**config.mk**
```make
export PLATFORM = sky130hd
export DESIGN_NAME = ipm_top
export DESIGN_NICKNAME = d
export VERILOG_FILES = /design/src/ipm_pkg.sv /design/src/ipm_req_if.sv /design/src/ipm_req_sync.sv /design/src/ipm_top.sv
export SDC_FILE = /design/constraint.sdc
export NUM_CORES = 1
export LEC_CHECK = 0
export BUFFER_PORTS_ARGS = -buffer_cell sky130_fd_sc_hd__buf_2
export CAP_MARGIN = 20
export CELL_PAD_IN_SITES_DETAIL_PLACEMENT = 1
export CELL_PAD_IN_SITES_GLOBAL_PLACEMENT = 2
export CORE_MARGIN = 2
export CORE_UTILIZATION = 33
export DETAILED_ROUTE_END_ITERATION = 10
export HOLD_SLACK_MARGIN = 0.15
export PLACE_DENSITY_LB_ADDON = 0.1
export SLEW_MARGIN = 10
export SYNTH_ARGS = -nofsm -noshare
export SYNTH_HDL_FRONTEND = slang
export SYNTH_SLANG_ARGS = --single-unit
```
**constraint.sdc**
```tcl
create_clock -name mclk -period 1.93 [get_ports mclk]
set_input_delay 0.0965 -clock mclk [delete_from_list [all_inputs] [get_ports mclk]]
set_output_delay 0.0965 -clock mclk [all_outputs]
set_load 0.005 [all_outputs]
```
**src/ipm_pkg.sv**
```systemverilog
`default_nettype none
// Shared constants for the pending, mode and mask block
package ipm_pkg;
    // Source map widths
    localparam int SRC_COUNT = 26;
    localparam int GLOBAL_BIT = 26;
    localparam int MASK_WIDTH = 28;
    localparam int EVT_WIDTH = 2;
    // Bit position of each source in pending, mode and mask
    localparam int SRC_EXTERNAL_LINE_ZERO = 25;
    localparam int SRC_EXTERNAL_LINE_ONE = 24;
    localparam int SRC_EXTERNAL_LINE_TWO = 23;
    localparam int SRC_EXTERNAL_LINE_THREE = 22;
    localparam int SRC_EXTERNAL_LINES_FOUR_TO_SEVEN = 21;
    localparam int SRC_TICK = 20;
    localparam int SRC_GENERAL_TRANSFER_ZERO = 19;
    localparam int SRC_GENERAL_TRANSFER_ONE = 18;
    localparam int SRC_BRIDGE_TRANSFER_ZERO = 17;
    localparam int SRC_BRIDGE_TRANSFER_ONE = 16;
    localparam int SRC_WATCHDOG = 15;
    localparam int SRC_SERIAL_ERROR = 14;
    localparam int SRC_TIMER_ZERO = 13;
    localparam int SRC_TIMER_ONE = 12;
    localparam int SRC_TIMER_TWO = 11;
    localparam int SRC_TIMER_THREE = 10;
    localparam int SRC_TIMER_FOUR = 9;
    localparam int SRC_TIMER_FIVE = 8;
    localparam int SRC_SERIAL_RECEIVE_ZERO = 7;
    localparam int SRC_SERIAL_RECEIVE_ONE = 6;
    localparam int SRC_TWO_WIRE_BUS = 5;
    localparam int SRC_SYNC_SERIAL = 4;
    localparam int SRC_SERIAL_TRANSMIT_ZERO = 3;
    localparam int SRC_SERIAL_TRANSMIT_ONE = 2;
    localparam int SRC_REAL_TIME_CLOCK = 1;
    localparam int SRC_CONVERTER = 0;
    // Byte addresses on the register bus
    localparam logic [31:0] ADDR_PENDING = 32'h01e0_0004;
    localparam logic [31:0] ADDR_MODE = 32'h01e0_0008;
    localparam logic [31:0] ADDR_MASK = 32'h01e0_000c;
    localparam logic [31:0] ADDR_NORMAL_CLEAR = 32'h01e0_0024;
    localparam logic [31:0] ADDR_CONFIG = 32'h01e0_0030;
    localparam logic [31:0] ADDR_FAST_CLEAR = 32'h01e0_0034;
    localparam logic [31:0] ADDR_EVT_STATUS = 32'h01e0_0038;
    localparam logic [31:0] ADDR_EVT_MASK = 32'h01e0_003c;
    // Values after reset, and the writable mask bits
    localparam logic [25:0] PENDING_RESET = 26'h000_0000;
    localparam logic [25:0] MODE_RESET = 26'h000_0000;
    localparam logic [27:0] MASK_RESET = 28'h7ff_ffff;
    localparam logic [27:0] MASK_WRITABLE = 28'h7ff_ffff;
    localparam logic NONVEC_RESET = 1'b1;
    localparam logic [1:0] EVT_RESET = 2'h0;
    localparam logic [1:0] EVT_MASK_RESET = 2'h3;
    // Event status bits
    localparam int EVT_NORMAL_OVERRUN = 0;
    localparam int EVT_FAST_OVERRUN = 1;
endpackage
`default_nettype wire

```
**src/ipm_req_if.sv**
```systemverilog
`timescale 1ns/1ps
`default_nettype none
// Synchronised request levels from the input stage to the core
interface ipm_req_if;
    logic [ipm_pkg::SRC_COUNT-1:0] level;
    modport producer (output level);
    modport consumer (input level);
endinterface // ipm_req_if
`default_nettype wire

```
**src/ipm_req_sync.sv**
```systemverilog
`timescale 1ns/1ps
`default_nettype none
module ipm_req_sync #(
    parameter int STAGES = 2
) (
    // Clock and reset
    input wire logic mclk,
    input wire logic reset_n,
    // Raw request lines from pins and peripherals
    input wire logic [ipm_pkg::SRC_COUNT-1:0] req_async,
    // Synchronised levels
    ipm_req_if.producer sync_o
);
    import ipm_pkg::*;

    // Fewer than two stages would let metastability reach the latches
    if (STAGES < 2) begin : g_bad
        $error("ipm_req_sync needs at least two stages");
    end

    // One flop chain per source; only the next stage reads a stage
    for (genvar i = 0; i < SRC_COUNT; i++) begin : g_src
        logic [STAGES-1:0] chain_r;
        always_ff @(posedge mclk or negedge reset_n) begin
            if (!reset_n) begin
                chain_r <= '0;
            end else begin
                chain_r <= {chain_r[STAGES-2:0], req_async[i]};
            end
        end
        assign sync_o.level[i] = chain_r[STAGES-1];
    end
endmodule // ipm_req_sync
`default_nettype wire

```
**src/ipm_top.sv**
```systemverilog
// How it works
// RULE1 - One pending flag per source, 26 flags, set while the source requests.
// RULE2 - Writing one to a bit of either service clear register clears that flag.
// RULE3 - Simultaneous requests all set their own pending flags.
// RULE4 - Pending flags are set whatever the source mask says.
// RULE5 - Pending status is read only, one means requested, resets to zero.
// RULE6 - Pending, mode and mask share one bit map, bit 25 down to 0.
// RULE7 - Mode bit one routes a source to fast line, zero to normal line.
// RULE8 - Mode register reads and writes, resets to zero, all sources normal.
// RULE9 - Source mask bit one hides that source from the core.
// RULE10 - Global mask bit 26 hides every source, pending still latches.
// RULE11 - Mask register reads and writes, bit 27 reads zero, resets all masked.
// RULE12 - Vectored mode: masking does not hide a request already pending.
// RULE13 - Software clears the pending flag after masking in a vectored handler.
// RULE14 - Software masks a source only when it is not requesting.
// RULE15 - Software blocks everything with core status flags, not the mask.
// RULE16 - A normal service clear write clears the flags written as ones.
// RULE17 - Fast handler finds its source by reading pending status.
// RULE18 - Config bit zero vectored, one non-vectored; fast never vectored.
// RULE19 - Normal line follows unmasked pending mode-zero sources, fast mode-one.
`timescale 1ns/1ps
`default_nettype none
module ipm_top #(
    // Synchroniser depth for the raw request lines
    parameter int SYNC_STAGES = 2
) (
    // Clock and reset
    input wire logic mclk,
    input wire logic reset_n,
    // APB slave
    input wire logic psel,
    input wire logic penable,
    input wire logic pwrite,
    input wire logic [31:0] paddr,
    input wire logic [31:0] pwdata,
    output logic [31:0] prdata,
    output logic pready,
    output logic pslverr,
    // Peripheral and pin request lines
    input wire logic [ipm_pkg::SRC_COUNT-1:0] src_req,
    // Core request lines
    output logic normal_irq,
    output logic fast_irq,
    // Event interrupt
    output logic event_irq
);
    import ipm_pkg::*;

    // Fewer than two stages would let metastable levels reach the latches
    if (SYNC_STAGES < 2) begin : g_bad_sync
        $error("ipm_top needs at least two synchroniser stages");
    end

    logic [31:0] prdata_r;
    logic pready_r;
    logic pslverr_r;
    logic normal_irq_r;
    logic fast_irq_r;
    logic event_irq_r;
    logic [25:0] pend_r;
    logic [25:0] mode_r;
    logic [27:0] mask_r;
    logic [25:0] hold_r;
    logic nonvec_r;
    logic [1:0] evt_r;
    logic [1:0] evt_en_r;
    logic [25:0] req_s;

    ipm_req_if req_bus ();

    // Pins and peripheral lines arrive unsynchronised
    ipm_req_sync #(
        .STAGES(SYNC_STAGES)
    ) u_sync (
        .mclk(mclk),
        .reset_n(reset_n),
        .req_async(src_req),
        .sync_o(req_bus.producer)
    );

    // Levels from the synchroniser, two edges behind the pins
    assign req_s = req_bus.level;

    // Bus phase and address decode
    wire setup = psel & ~penable;
    wire access = psel & penable & pready_r;
    wire wr = access & pwrite;
    wire hit_pend = (paddr == ADDR_PENDING);
    wire hit_mode = (paddr == ADDR_MODE);
    wire hit_mask = (paddr == ADDR_MASK);
    wire hit_nclr = (paddr == ADDR_NORMAL_CLEAR);
    wire hit_fclr = (paddr == ADDR_FAST_CLEAR);
    wire hit_cfg = (paddr == ADDR_CONFIG);
    wire hit_evst = (paddr == ADDR_EVT_STATUS);
    wire hit_even = (paddr == ADDR_EVT_MASK);
    wire hit_any = hit_pend | hit_mode | hit_mask | hit_nclr | hit_fclr
                 | hit_cfg | hit_evst | hit_even;

    // Writes land only at the edge that completes the access phase
    wire wr_mode = wr & hit_mode;
    wire wr_mask = wr & hit_mask;
    wire wr_nclr = wr & hit_nclr;
    wire wr_fclr = wr & hit_fclr;
    wire wr_cfg = wr & hit_cfg;
    wire wr_evst = wr & hit_evst;
    wire wr_even = wr & hit_even;

    // Read mux; clear registers are write only and read as zero
    wire [31:0] rd_sel =
        hit_pend ? {6'h00, pend_r} :
        hit_mode ? {6'h00, mode_r} :
        hit_mask ? {4'h0, mask_r} :
        hit_cfg ? {31'h0, nonvec_r} :
        hit_evst ? {30'h0, evt_r} :
        hit_even ? {30'h0, evt_en_r} :
        32'h0000_0000;

    // Ones written to either clear register drop those pending flags
    wire [25:0] nclr_bits = wr_nclr ? pwdata[25:0] : 26'h000_0000; // RULE16
    wire [25:0] fclr_bits = wr_fclr ? pwdata[25:0] : 26'h000_0000;
    wire [25:0] clr_bits = nclr_bits | fclr_bits; // RULE2

    // Set beats clear so a request in the clearing cycle is kept
    wire [25:0] pend_nxt = (pend_r & ~clr_bits) | req_s; // RULE1 RULE3 RULE4

    // Mode and mask next values; reserved bit 27 never stores
    wire [25:0] mode_nxt = wr_mode ? pwdata[25:0] : mode_r; // RULE8
    wire [27:0] mask_nxt = wr_mask ? (pwdata[27:0] & MASK_WRITABLE)
                                   : mask_r; // RULE11

    // Flags whose mask bit rises in this mask write; pending and mode gate them below
    wire [25:0] newly_masked = wr_mask ? (pwdata[25:0] & ~mask_r[25:0])
                                       : 26'h000_0000;
    // Fast-routed flags are never held, fast service is never vectored
    wire [25:0] hold_nxt = nonvec_r ? 26'h000_0000
        : ((hold_r | (newly_masked & pend_r & ~mode_r)) & pend_nxt
           & ~mode_nxt); // RULE12 RULE18

    // A held flag bypasses its own mask bit, never the global bit
    wire [25:0] serviceable = pend_r & (~mask_r[25:0] | hold_r); // RULE9
    wire [25:0] active_normal = serviceable & ~mode_r; // RULE7
    wire [25:0] active_fast = serviceable & mode_r; // RULE7
    wire global_open = ~mask_r[GLOBAL_BIT]; // RULE10
    wire normal_nxt = global_open & (|active_normal); // RULE19
    wire fast_nxt = global_open & (|active_fast); // RULE19

    // A request arriving on a flag still pending is a lost event
    wire [25:0] overrun = req_s & pend_r & ~clr_bits;
    wire [1:0] evt_set = {|(overrun & mode_r), |(overrun & ~mode_r)};
    wire [1:0] evt_clr = wr_evst ? pwdata[1:0] : 2'h0;
    wire [1:0] evt_nxt = (evt_r & ~evt_clr) | evt_set;

    // Bus answer: ready in the first cycle of the access phase, read data
    // snapshotted at the setup edge, error for unmapped addresses
    always_ff @(posedge mclk or negedge reset_n) begin
        if (!reset_n) begin
            pready_r <= 1'b0;
            pslverr_r <= 1'b0;
            prdata_r <= 32'h0000_0000;
        end else begin
            pready_r <= setup;
            pslverr_r <= setup & ~hit_any;
            if (setup) begin
                prdata_r <= pwrite ? 32'h0000_0000 : rd_sel;
            end
        end
    end

    // Pending latches; no write path, so the register stays read only
    always_ff @(posedge mclk or negedge reset_n) begin
        if (!reset_n) begin
            pend_r <= PENDING_RESET; // RULE5
        end else begin
            pend_r <= pend_nxt; // RULE6
        end
    end

    // Software controlled state
    always_ff @(posedge mclk or negedge reset_n) begin
        if (!reset_n) begin
            mode_r <= MODE_RESET; // RULE8
            mask_r <= MASK_RESET; // RULE11
            nonvec_r <= NONVEC_RESET;
            evt_en_r <= EVT_MASK_RESET;
        end else begin
            mode_r <= mode_nxt;
            mask_r <= mask_nxt;
            if (wr_cfg) begin
                nonvec_r <= pwdata[0]; // RULE18
            end
            if (wr_even) begin
                evt_en_r <= pwdata[1:0];
            end
        end
    end

    // Held flags and sticky events
    always_ff @(posedge mclk or negedge reset_n) begin
        if (!reset_n) begin
            hold_r <= 26'h000_0000;
            evt_r <= EVT_RESET;
        end else begin
            hold_r <= hold_nxt;
            evt_r <= evt_nxt;
        end
    end

    // Registered request lines cost one cycle of latency but stay glitch free
    always_ff @(posedge mclk or negedge reset_n) begin
        if (!reset_n) begin
            normal_irq_r <= 1'b0;
            fast_irq_r <= 1'b0;
            event_irq_r <= 1'b0;
        end else begin
            normal_irq_r <= normal_nxt;
            fast_irq_r <= fast_nxt;
            event_irq_r <= |(evt_r & evt_en_r);
        end
    end

    // Outputs straight from flops
    assign prdata = prdata_r;
    assign pready = pready_r;
    assign pslverr = pslverr_r;
    assign normal_irq = normal_irq_r;
    assign fast_irq = fast_irq_r;
    assign event_irq = event_irq_r;
endmodule // ipm_top
`default_nettype wire

```
After elaboration in Yosys (flattened, before gate mapping)
Cells that the tools add are included.

Equal/unequal tests: 8. Mux-type cells: 13. Bitwise logic cells: 49. Reductions and logical operators: 5.

Operator list (count): $and A26 B26 Y26 (13); $eq A32 B25 Y1 const B (8); $mux W26 (5); $mux W27 (4); $not A26 Y26 (4); $or A26 B26 Y26 (4); $reduce_or A26 Y1 (4); $and A1 B1 Y1 (14); $mux W2 (4); $or A1 B1 Y1 (7); $and A2 B2 Y2 (2); $not A1 Y1 (3); $not A2 Y2 (1); $or A2 B2 Y2 (1); $reduce_or A2 Y1 (1).

Flip-flop bits (word level): 199. Bits of input ports: 95. Word-level logic and storage cells: 114.

Longest topological paths before layout
Gate-level depths: netlist of run 1.

Depth after elaboration: 12. Gate-level depth with buffers: 10.

By module
A second synthesis of run 1 with hierarchy kept.

Cells, all modules: 842. Area total of the unflattened synthesis: 9268.9 µm².

Modules (own cells, without submodules): ipm_top (instances 1, cells an instance 764, area each 7772.5 µm², sequential area each 3590.9 µm²); ipm_req_sync (instances 1, cells an instance 78, area each 1496.4 µm², sequential area each 1301.2 µm²).

Worst setup path after synthesis of run 1
No wires, ideal clock.

Path type: flip-flop to flip-flop. From: reg pready_r, in the netlist pready. To: reg evt_r[1]. Setup time: 0.139 ns. Data arrival time: 2.018 ns. Required time: 1.791 ns. Path slack: -0.227 ns. Cell stages (with the launch flop): 10. Buffers on the path: 2. Path through: dfrtp_1 and4_1 buf_2 nand3_1 nor3_2 buf_4 a211oi_1 nor4_1 nand4_1 or4_1.

Word-level cells in the longest chain between the ends: 10.

Ends and longest elaborated chain: from (decl) (line ipm_top.sv:55) `logic pready_r;`; from (signal assigned) (line ipm_top.sv:161) `pready_r <= setup;`; $and A1 B1 Y1 * (line ipm_top.sv:86) `wire access = psel & penable & pready_r;`; $and A1 B1 Y1 * (line ipm_top.sv:87) `wire wr = access & pwrite;`; $and A1 B1 Y1 (on tied branches) (line ipm_top.sv:102, ipm_top.sv:103); $mux W26 (on tied branches) (line ipm_top.sv:119, ipm_top.sv:120); $or A26 B26 Y26 (line ipm_top.sv:121) `wire [25:0] clr_bits = nclr_bits | fclr_bits;`; $not A26 Y26 (line ipm_top.sv:148) `wire [25:0] overrun = req_s & pend_r & ~clr_bits;`; $and A26 B26 Y26 (line ipm_top.sv:148); $and A26 B26 Y26 (line ipm_top.sv:149) `wire [1:0] evt_set = {|(overrun & mode_r), |(overrun & ~mode_r)};`; $reduce_or A26 Y1 (line ipm_top.sv:149); $or A2 B2 Y2 * (line ipm_top.sv:151) `wire [1:0] evt_nxt = (evt_r & ~evt_clr) | evt_set;`; net evt_nxt[1] (line ipm_top.sv:151); to (signal assigned) (line ipm_top.sv:204) `evt_r <= evt_nxt;`; to (decl) (line ipm_top.sv:65) `logic [1:0] evt_r;`.

The timed path passes the listed nets; every way through them passes the cells marked *. A chain may end at the register's enable or synchronous reset.

Worst setup path in the final report of run 1
From: reg pready_r, in the netlist pready. To: reg evt_r[0].

Same word-level chain as after synthesis.

==> run_results.csv, run 1 <==
group,metric,value,unit
grt,grt_use_met2,46.88,%
grt,grt_busiest_layer,"met2",
grt,overflow,0,
grt,grt_pass1_vias,9153,
placement,place_ws,-0.8357,ns
job,drv_cap,0,
power,combPwrFrac,6.8,%
power,pwr-share-clk,44.0,%
grt,antenna_found_initial,0,
timing,tightest_slew,0.8023,ns
detailed_routing,drtIter0Drc,578,
detailed_routing,dr.pass1.iters,5,
synth,syn-mean-instance-area,10.80,um2
setup_path,critPathArrivalTime,2.80,ns
finish,diodes,0,
timing,setup_ws,-0.5526,ns
finish,multi_input_area,4493,um2
finish,utilization,49.99,%
detailed_routing,drc,0,
setup_path,critical_path_class,"reg -> reg",
synth,yosys-top-cells-count,"164 x dfrtp_1, 106 x nand2_1, 50 x mux2_2, 48 x o21ai_0, 39 x inv_1",
synth,syn_inst,833,
power,report.power.total,0.008453,W
setup_path,critPathMaxStageDelay,0.53,ns
clocking,clk_pin_slew_worst_paths,0.08,ns
finish,nets,1245,
detailed_routing,vias_per_cell,5.551,
timing,slew_headroom,46.51,%
power,p_int,0.006250,W
grt,grt_pass1_wl,57.35,mm
clocking,htreeDepth,4,
floorplan,io_pins,132,
clocking,cts_sinks,194,
synth,synth_most_common_cell,"dfrtp_1",
synth,ys_ff_latch,194,
timing,whs,0.2003,ns
power,power_frac_seq,49.2,%
synth,synth_edf_count,0,
setup_path,cp_cell_sequence,"and4_4 > nand3_4 > nor3_4 > buf_6 > buf_12 > a211oi_4 > nor4_4 > buf_4 > nand4_1 > or4_1",
synth,seq_area_frac_synth,54.40,%
power,power_density,629.2,nW/um2
floorplan,initial_core_util,33.46,%
timing,fin_setup_tns,-6.104,ns
timing,fmax,0.4028,GHz
floorplan,die_y,169.1,um
placement,gp_congestion,0.9167,
timing,rsz0062_at_grt,"yes",
grt,met1_usage,34.26,%
hold_path,min_path_type,"in -> async",
timing,finClkSkew,0.01403,ns
clocking,insertion_delay,0.45,ns
grt,use_met3,5.635,%
setup_path,crit_cells,10,
clocking,numCtsBuffers,17,
floorplan,die_area,28590,um2
setup_path,worstPathRequired,2.25,ns
detailed_routing,wl_per_cell,25.70,um
grt,grt_max_degree,60,
grt,grt_usage,27.44,%
setup_path,start_kind,"flip-flop",
finish,regArea,4892,um2
synth,synth_flop_cell,"dfrtp_1",
clocking,cts_tree,"done",
timing,period_share,128.6,%
power,peakVddDrop,0.4603,mV
setup_path,crit_buf_inv,3,
synth,synth_area,8994,um2
setup_path,cp_max_fo,6,
timing,setup_viol,56,
synth,async_flop_share,100.0,%
synth,ys_warn_count,0,
synth,yosysTopAreaCell,"dfrtp_1",
synth,synth.distinct_cells,56,
detailed_routing,vias,8348,
timing,finalMaxSlewViolations,0,
placement,io_buffer_count,121,
floorplan,num_rows,60,
floorplan,coreArea,26880,um2
synth,synth_top_area_share,45.63,%
setup_path,slowest_stage,"or4_1",
timing,hold_viol_final,0,
detailed_routing,drtAntennaViolNets,0,
power,switchingPower,0.002203,W
status,violations,"negative setup slack",
timing,final.min_clock_period,2.483,ns
finish,num-fill-cells,2904,
finish,syn_to_final_growth,49.37,%
placement,dp_hpwl,25.41,mm
power,netSwitchingFraction,26.06,%
setup_path,endpoint_kind,"flip-flop",
setup_path,crit_family,"simple AND/OR/NAND/NOR gates",
floorplan,die_w,169.1,um
clocking,root_buffer,"clkbuf_16",
clocking,clock_path_buffers,2,
synth,ys_top_cells_by_area,"dfrtp_1 46%, dfstp_2 8.8%, mux2_2 6.3%, nand2_1 4.4%, nor4b_1 3.3%",
status,status,"complete, but fails checks",
setup_path,reg2reg_depth,10,
finish,drive_above_1_share,41.19,%
detailed_routing,routed_wl,38.66,mm
power,p_leak,6.009,nW
## final cells by class
type                            count  area share [%]
Timing Repair Buffer              337           21.31
Clock buffer                       18           3.195
Tap cell                          341           3.176
Inverter                           39           1.090
Sequential cell                   194           36.42
Clock inverter                     14           1.369
Multi-Input combinational cell    561           33.45
## through the flow
stage               cells  area [um2]
finish               1504       13430
global route         1504       13430
CTS                  1494       13110
detailed placement   1372       10900
global placement     1372       10900
floorplan             837        9052
## cell usage in the layout (no fill, tap or decap), types with 18 or more instances in the layout
cell type / count
mux2_2: 28
clkbuf_16: 18
o21ai_0: 43
dlygate4sd3_1: 58
buf_4: 119
nor4b_4: 18
nand2b_1: 21
buf_2: 115
inv_1: 39
dfstp_2: 30
o2bb2ai_1: 23
mux2_4: 22
nand2_1: 104
nand4_1: 31
dfrtp_1: 164
a21oi_1: 21
nor2_1: 18
## final timing paths
check,end,from,slack (ns)
worst max register to register,evt_r[0]$_DFF_PN0_,pready$_DFF_PN0_,-0.55
worst min register to register,u_sync.g_src[19].chain_r[1]$_DFF_PN0_,u_sync.g_src[19].chain_r[0]$_DFF_PN0_,0.35
max in group asynchronous,mask_r[14]$_DFFE_PN1N_,reset_n,0.95
min in group mclk,hold_r[6]$_DFF_PN0_,pwdata[6],0.22
worst min-delay path,event_irq$_DFF_PN0_,reset_n,0.20
worst max-delay path,evt_r[0]$_DFF_PN0_,pready$_DFF_PN0_,-0.55
## sequential cells by signal, indices dropped and copies added (netlist names)
signal and flops:
event_irq 1, evt_en_r 2, evt_r 2, fast_irq 1, hold_r 26, mask_r 27, mode_r 26, nonvec_r 1
normal_irq 1, pend_r 26, prdata 27, pready 1, pslverr 1, u_sync.g_src.chain_r 52
## power by group through the flow
stage	Clock (W)	Sequential [W]	Combinational (W)
2_1_floorplan	0	0.00422	0.000118
3_3_place_gp	0	0.00423	0.000434
3_5_place_dp	0	0.00424	0.000450
4_1_cts	0.00381	0.00416	0.000567
5_1_grt	0.00398	0.00417	0.000623
6_report	0.00372	0.00416	0.000573
## worst register-to-register path, stage by stage, from the launching register on
cell and delay [ns]:
dfrtp_1 0.36, and4_4 0.26, nand3_4 0.09, nor3_4 0.17
buf_6 0.15, buf_12 0.13, a211oi_4 0.09, nor4_4 0.32
buf_4 0.16, nand4_1 0.10, or4_1 0.53
## cells by family (layout without fill, tap and decap cells)
logic type / count (synthesis) / count (layout) / share of synthesized area, %
simple gates: 306 / 306 / 20.24
compound gates: 198 / 198 / 14.77
flops: 194 / 194 / 54.40
buf+inv: 82 / 408 / 4.062
mux: 52 / 52 / 6.483
other cells: 1 / 5 / 0.04170
## layer usage
metal  part of all wire [%]  vias to the layer above
met4                    3.4                        0
met5                      0                        -
met3                    5.8                       81
met2                     49                      276
met1                     42                     4293
li1                       -                     3698
## what timing repair did
| action | CTS | global route |
|---|---|---|
| setup endpoints to repair | 55 | 69 |
| buffers inserted | 21 | 11 |
| hold endpoints to repair | 285 | 0 |
| pin swaps | 35 | 27 |
| cloned | 11 | 1 |
| resized for setup | 109 | 51 |
| hold buffers | 58 | 0 |
Power figures use the tool's default switching activity.
==> inputs of run 2 (changes only) <==
--- a/config.mk
+++ b/config.mk
@@ -5,12 +5,13 @@
 export SDC_FILE = /design/constraint.sdc
 export NUM_CORES = 1
 export LEC_CHECK = 0
+export ABC_AREA = 1
 export BUFFER_PORTS_ARGS = -buffer_cell sky130_fd_sc_hd__buf_2
 export CAP_MARGIN = 20
 export CELL_PAD_IN_SITES_DETAIL_PLACEMENT = 1
 export CELL_PAD_IN_SITES_GLOBAL_PLACEMENT = 2
 export CORE_MARGIN = 2
-export CORE_UTILIZATION = 33
+export CORE_UTILIZATION = 31
 export DETAILED_ROUTE_END_ITERATION = 10
 export HOLD_SLACK_MARGIN = 0.15
 export PLACE_DENSITY_LB_ADDON = 0.1
==> run_results.csv, run 2 <==
group,metric,value,unit
finish,largest_reg_flops,52,
synth,synth_most_common_cell,"nand2_1",
finish,num-fill-cells,3554,
setup_path,cp_cell_sequence,"inv_1 > o21ai_0 > o211ai_1 > nor4_1 > a41oi_1",
clocking,cts_sinks,194,
finish,final_common_cell,"nand2_1",
floorplan,initial_core_util,31.64,%
placement,dp_hpwl,23.62,mm
placement,gp_congestion,0.7945,
setup_path,r2r_setup_slack,0.004,ns
detailed_routing,wl_per_cell,19.29,um
floorplan,num_rows,63,
setup_path,crit_cells,5,
synth,async_flop_share,100.0,%
setup_path,worstPathRequired,2.19,ns
power,netSwitchingFraction,24.94,%
finish,diodes,0,
clocking,cts_tree,"done",
placement,io_buffer_count,121,
finish,largest-register,"u_sync.g_src.chain_r",
detailed_routing,drtAntennaViolNets,0,
detailed_routing,vias,8966,
finish,drive_above_1_share,23.94,%
timing,slew_headroom,55.07,%
finish,layout_common_cells,"257 x nand2_1, 164 x dfrtp_1, 163 x inv_1",
clocking,numCtsBuffers,17,
clocking,clk_pin_slew_worst_paths,0.08,ns
clocking,clock_path_buffers,2,
floorplan,coreArea,29800,um2
synth,synth_area,9427,um2
setup_path,start_kind,"flip-flop",
synth,synth.distinct_cells,37,
timing,tightest_slew,0.6732,ns
hold_path,min_path_cells,6,
hold_path,min_path_type,"in -> reg",
clocking,insertion_delay,0.45,ns
setup_path,endpoint_kind,"flip-flop",
floorplan,die_y,178.4,um
clocking,root_buffer,"clkbuf_16",
grt,antenna_found_initial,0,
setup_path,slowest_stage,"dfstp_2",
synth,ys_ff_latch,194,
timing,period_share,99.78,%
timing,final.min_clock_period,1.926,ns
synth,ys_top_cells_by_area,"dfrtp_1 44%, nand2_1 11%, dfstp_2 8.4%, inv_1 6.5%, nand3_1 5.1%",
synth,synth_flop_cell,"dfrtp_1",
status,status,"complete, no violations",
finish,syn_to_final_growth,34.67,%
grt,met1_usage,30.19,%
detailed_routing,drc,0,
grt,grt_pass1_wl,52.70,mm
power,switchingPower,0.002110,W
timing,finalMaxSlewViolations,0,
power,p_int,0.006350,W
grt,grt_max_degree,73,
power,power_density,666.4,nW/um2
power,p_leak,5.951,nW
power,power_frac_seq,49.1,%
setup_path,critPathMaxStageDelay,0.52,ns
clocking,htreeDepth,4,
grt,grt_busiest_layer,"met2",
synth,synth_edf_count,0,
timing,finClkSkew,0.01218,ns
synth,syn-mean-instance-area,8.276,um2
grt,grt_usage,22.20,%
detailed_routing,vias_per_cell,4.976,
placement,placedCellCount,1699,
setup_path,critical_path_class,"reg -> reg",
synth,ys_warn_count,0,
detailed_routing,routed_wl,34.77,mm
setup_path,critPathArrivalTime,2.19,ns
synth,syn_inst,1139,
detailed_routing,drtIter0Drc,442,
job,drv_cap,0,
grt,grt_pass1_vias,9245,
setup_path,crit_buf_inv,1,
power,combPwrFrac,6.0,%
setup_path,reg2reg_depth,5,
grt,grt_use_met2,36.90,%
synth,synth_top_area_share,43.54,%
floorplan,die_w,178.4,um
finish,nets,1494,
floorplan,io_pins,132,
finish,fin_cells,1802,
timing,hold_viol_final,0,
timing,setup_viol,0,
power,pwr-share-clk,44.9,%
grt,overflow,0,
synth,seq_area_frac_synth,51.90,%
setup_path,cp_max_fo,4,
timing,fmax,0.5193,GHz
grt,use_met3,3.900,%
floorplan,die_area,31820,um2
power,peakVddDrop,0.5979,mV
detailed_routing,dr.pass1.iters,5,
setup_path,crit_family,"compound AO/OA/AOI/OAI gates",
synth,yosys-top-cells-count,"264 x nand2_1, 164 x dfrtp_1, 163 x inv_1, 96 x nand3_1, 82 x nor2_1",
synth,yosysTopAreaCell,"dfrtp_1",
timing,whs,0.1647,ns
[run 2: changes by cell type after synthesis, moves of 27 or more]
cell	before	now
nand3_1	13	96
o21ai_1	8	38
nor4b_1	34	0
inv_1	39	163
o211ai_1	0	27
nor2_1	21	82
nand2_1	106	264
mux2_2	50	0
[run 2: layout make-up]
class,instances,area (um2),area share [%]
tap,390,488.0,3.844
clock inverter,13,163.9,1.291
clock buffer,19,442.9,3.489
timing repair buffer,277,2201,17.34
inverter,165,619.3,4.879
multi-input combinational,744,3887,30.62
sequential,194,4892,38.54
[run 2: power by group through the flow]
stage	Clock [W]	Combinational (W)	Sequential (W)
floorplan	0	0.000108	0.00422
global route	0.00407	0.000570	0.00416
CTS	0.00392	0.000514	0.00415
finish	0.00380	0.000511	0.00415
detailed placement	0	0.000416	0.00423
global placement	0	0.000413	0.00423
[run 2: per-layer routing]
layer	up-vias	part of all wire, %
met5	-	0
met4	0	1.2
met3	22	3.4
met2	163	48
met1	4462	47
li1	4319	-
[run 2: stage by stage]
step           setup TNS [ns]  setup slack, ns  power [W]  util (%)  cell area [um2]
2_1_floorplan               0           0.2424   0.004325         -             9442
3_3_place_gp          -0.1906          -0.1325   0.004642     37.39            11140
3_5_place_dp          -0.2000          -0.1288   0.004645     37.39            11140
4_1_cts                     0          0.01045   0.008581     41.64            12410
5_1_grt              -0.04166         -0.03083   0.008799     42.61            12690
6_report                    0         0.004238   0.008460     42.61            12690
[run 2: path summary, 6_finish.rpt]
check / start / endpoint
max: mask_r[25]$_DFFE_PN1N_ / normal_irq$_DFF_PN0_
min: paddr[4] / prdata[26]$_DFFE_PN0P_
max reg2reg: mask_r[25]$_DFFE_PN1N_ / normal_irq$_DFF_PN0_
min reg2reg: u_sync.g_src[14].chain_r[0]$_DFF_PN0_ / u_sync.g_src[14].chain_r[1]$_DFF_PN0_
max in group asynchronous: reset_n / mask_r[15]$_DFFE_PN1N_
min in group asynchronous: reset_n / pslverr$_DFF_PN0_
[run 2: worst reg2reg max path, stage by stage (launching register included)]
cell	delay (ns)
dfstp_2	0.52
inv_1	0.06
o21ai_0	0.36
o211ai_1	0.19
nor4_1	0.33
a41oi_1	0.28
[run 2: kinds of logic (layout without fill, tap and decap cells)]
family          after synthesis  count (layout)  synth area share, %
compound gates              195             195                13.23
buf+inv                     205             474                8.827
flops                       194             194                51.90
other cells                   1               5              0.03978
simple gates                544             544                26.00
[run 2: repair_timing]
| action | 4_1_cts | 5_1_grt |
|---|---|---|
| buffers inserted | 4 | 6 |
| pin swaps | 2 | 25 |
| hold endpoints to repair | 316 | 0 |
| endpoints found under the setup margin | 1 | 33 |
| resized for setup | 0 | 47 |
| cloned | 1 | 4 |
| hold buffers | 57 | 0 |
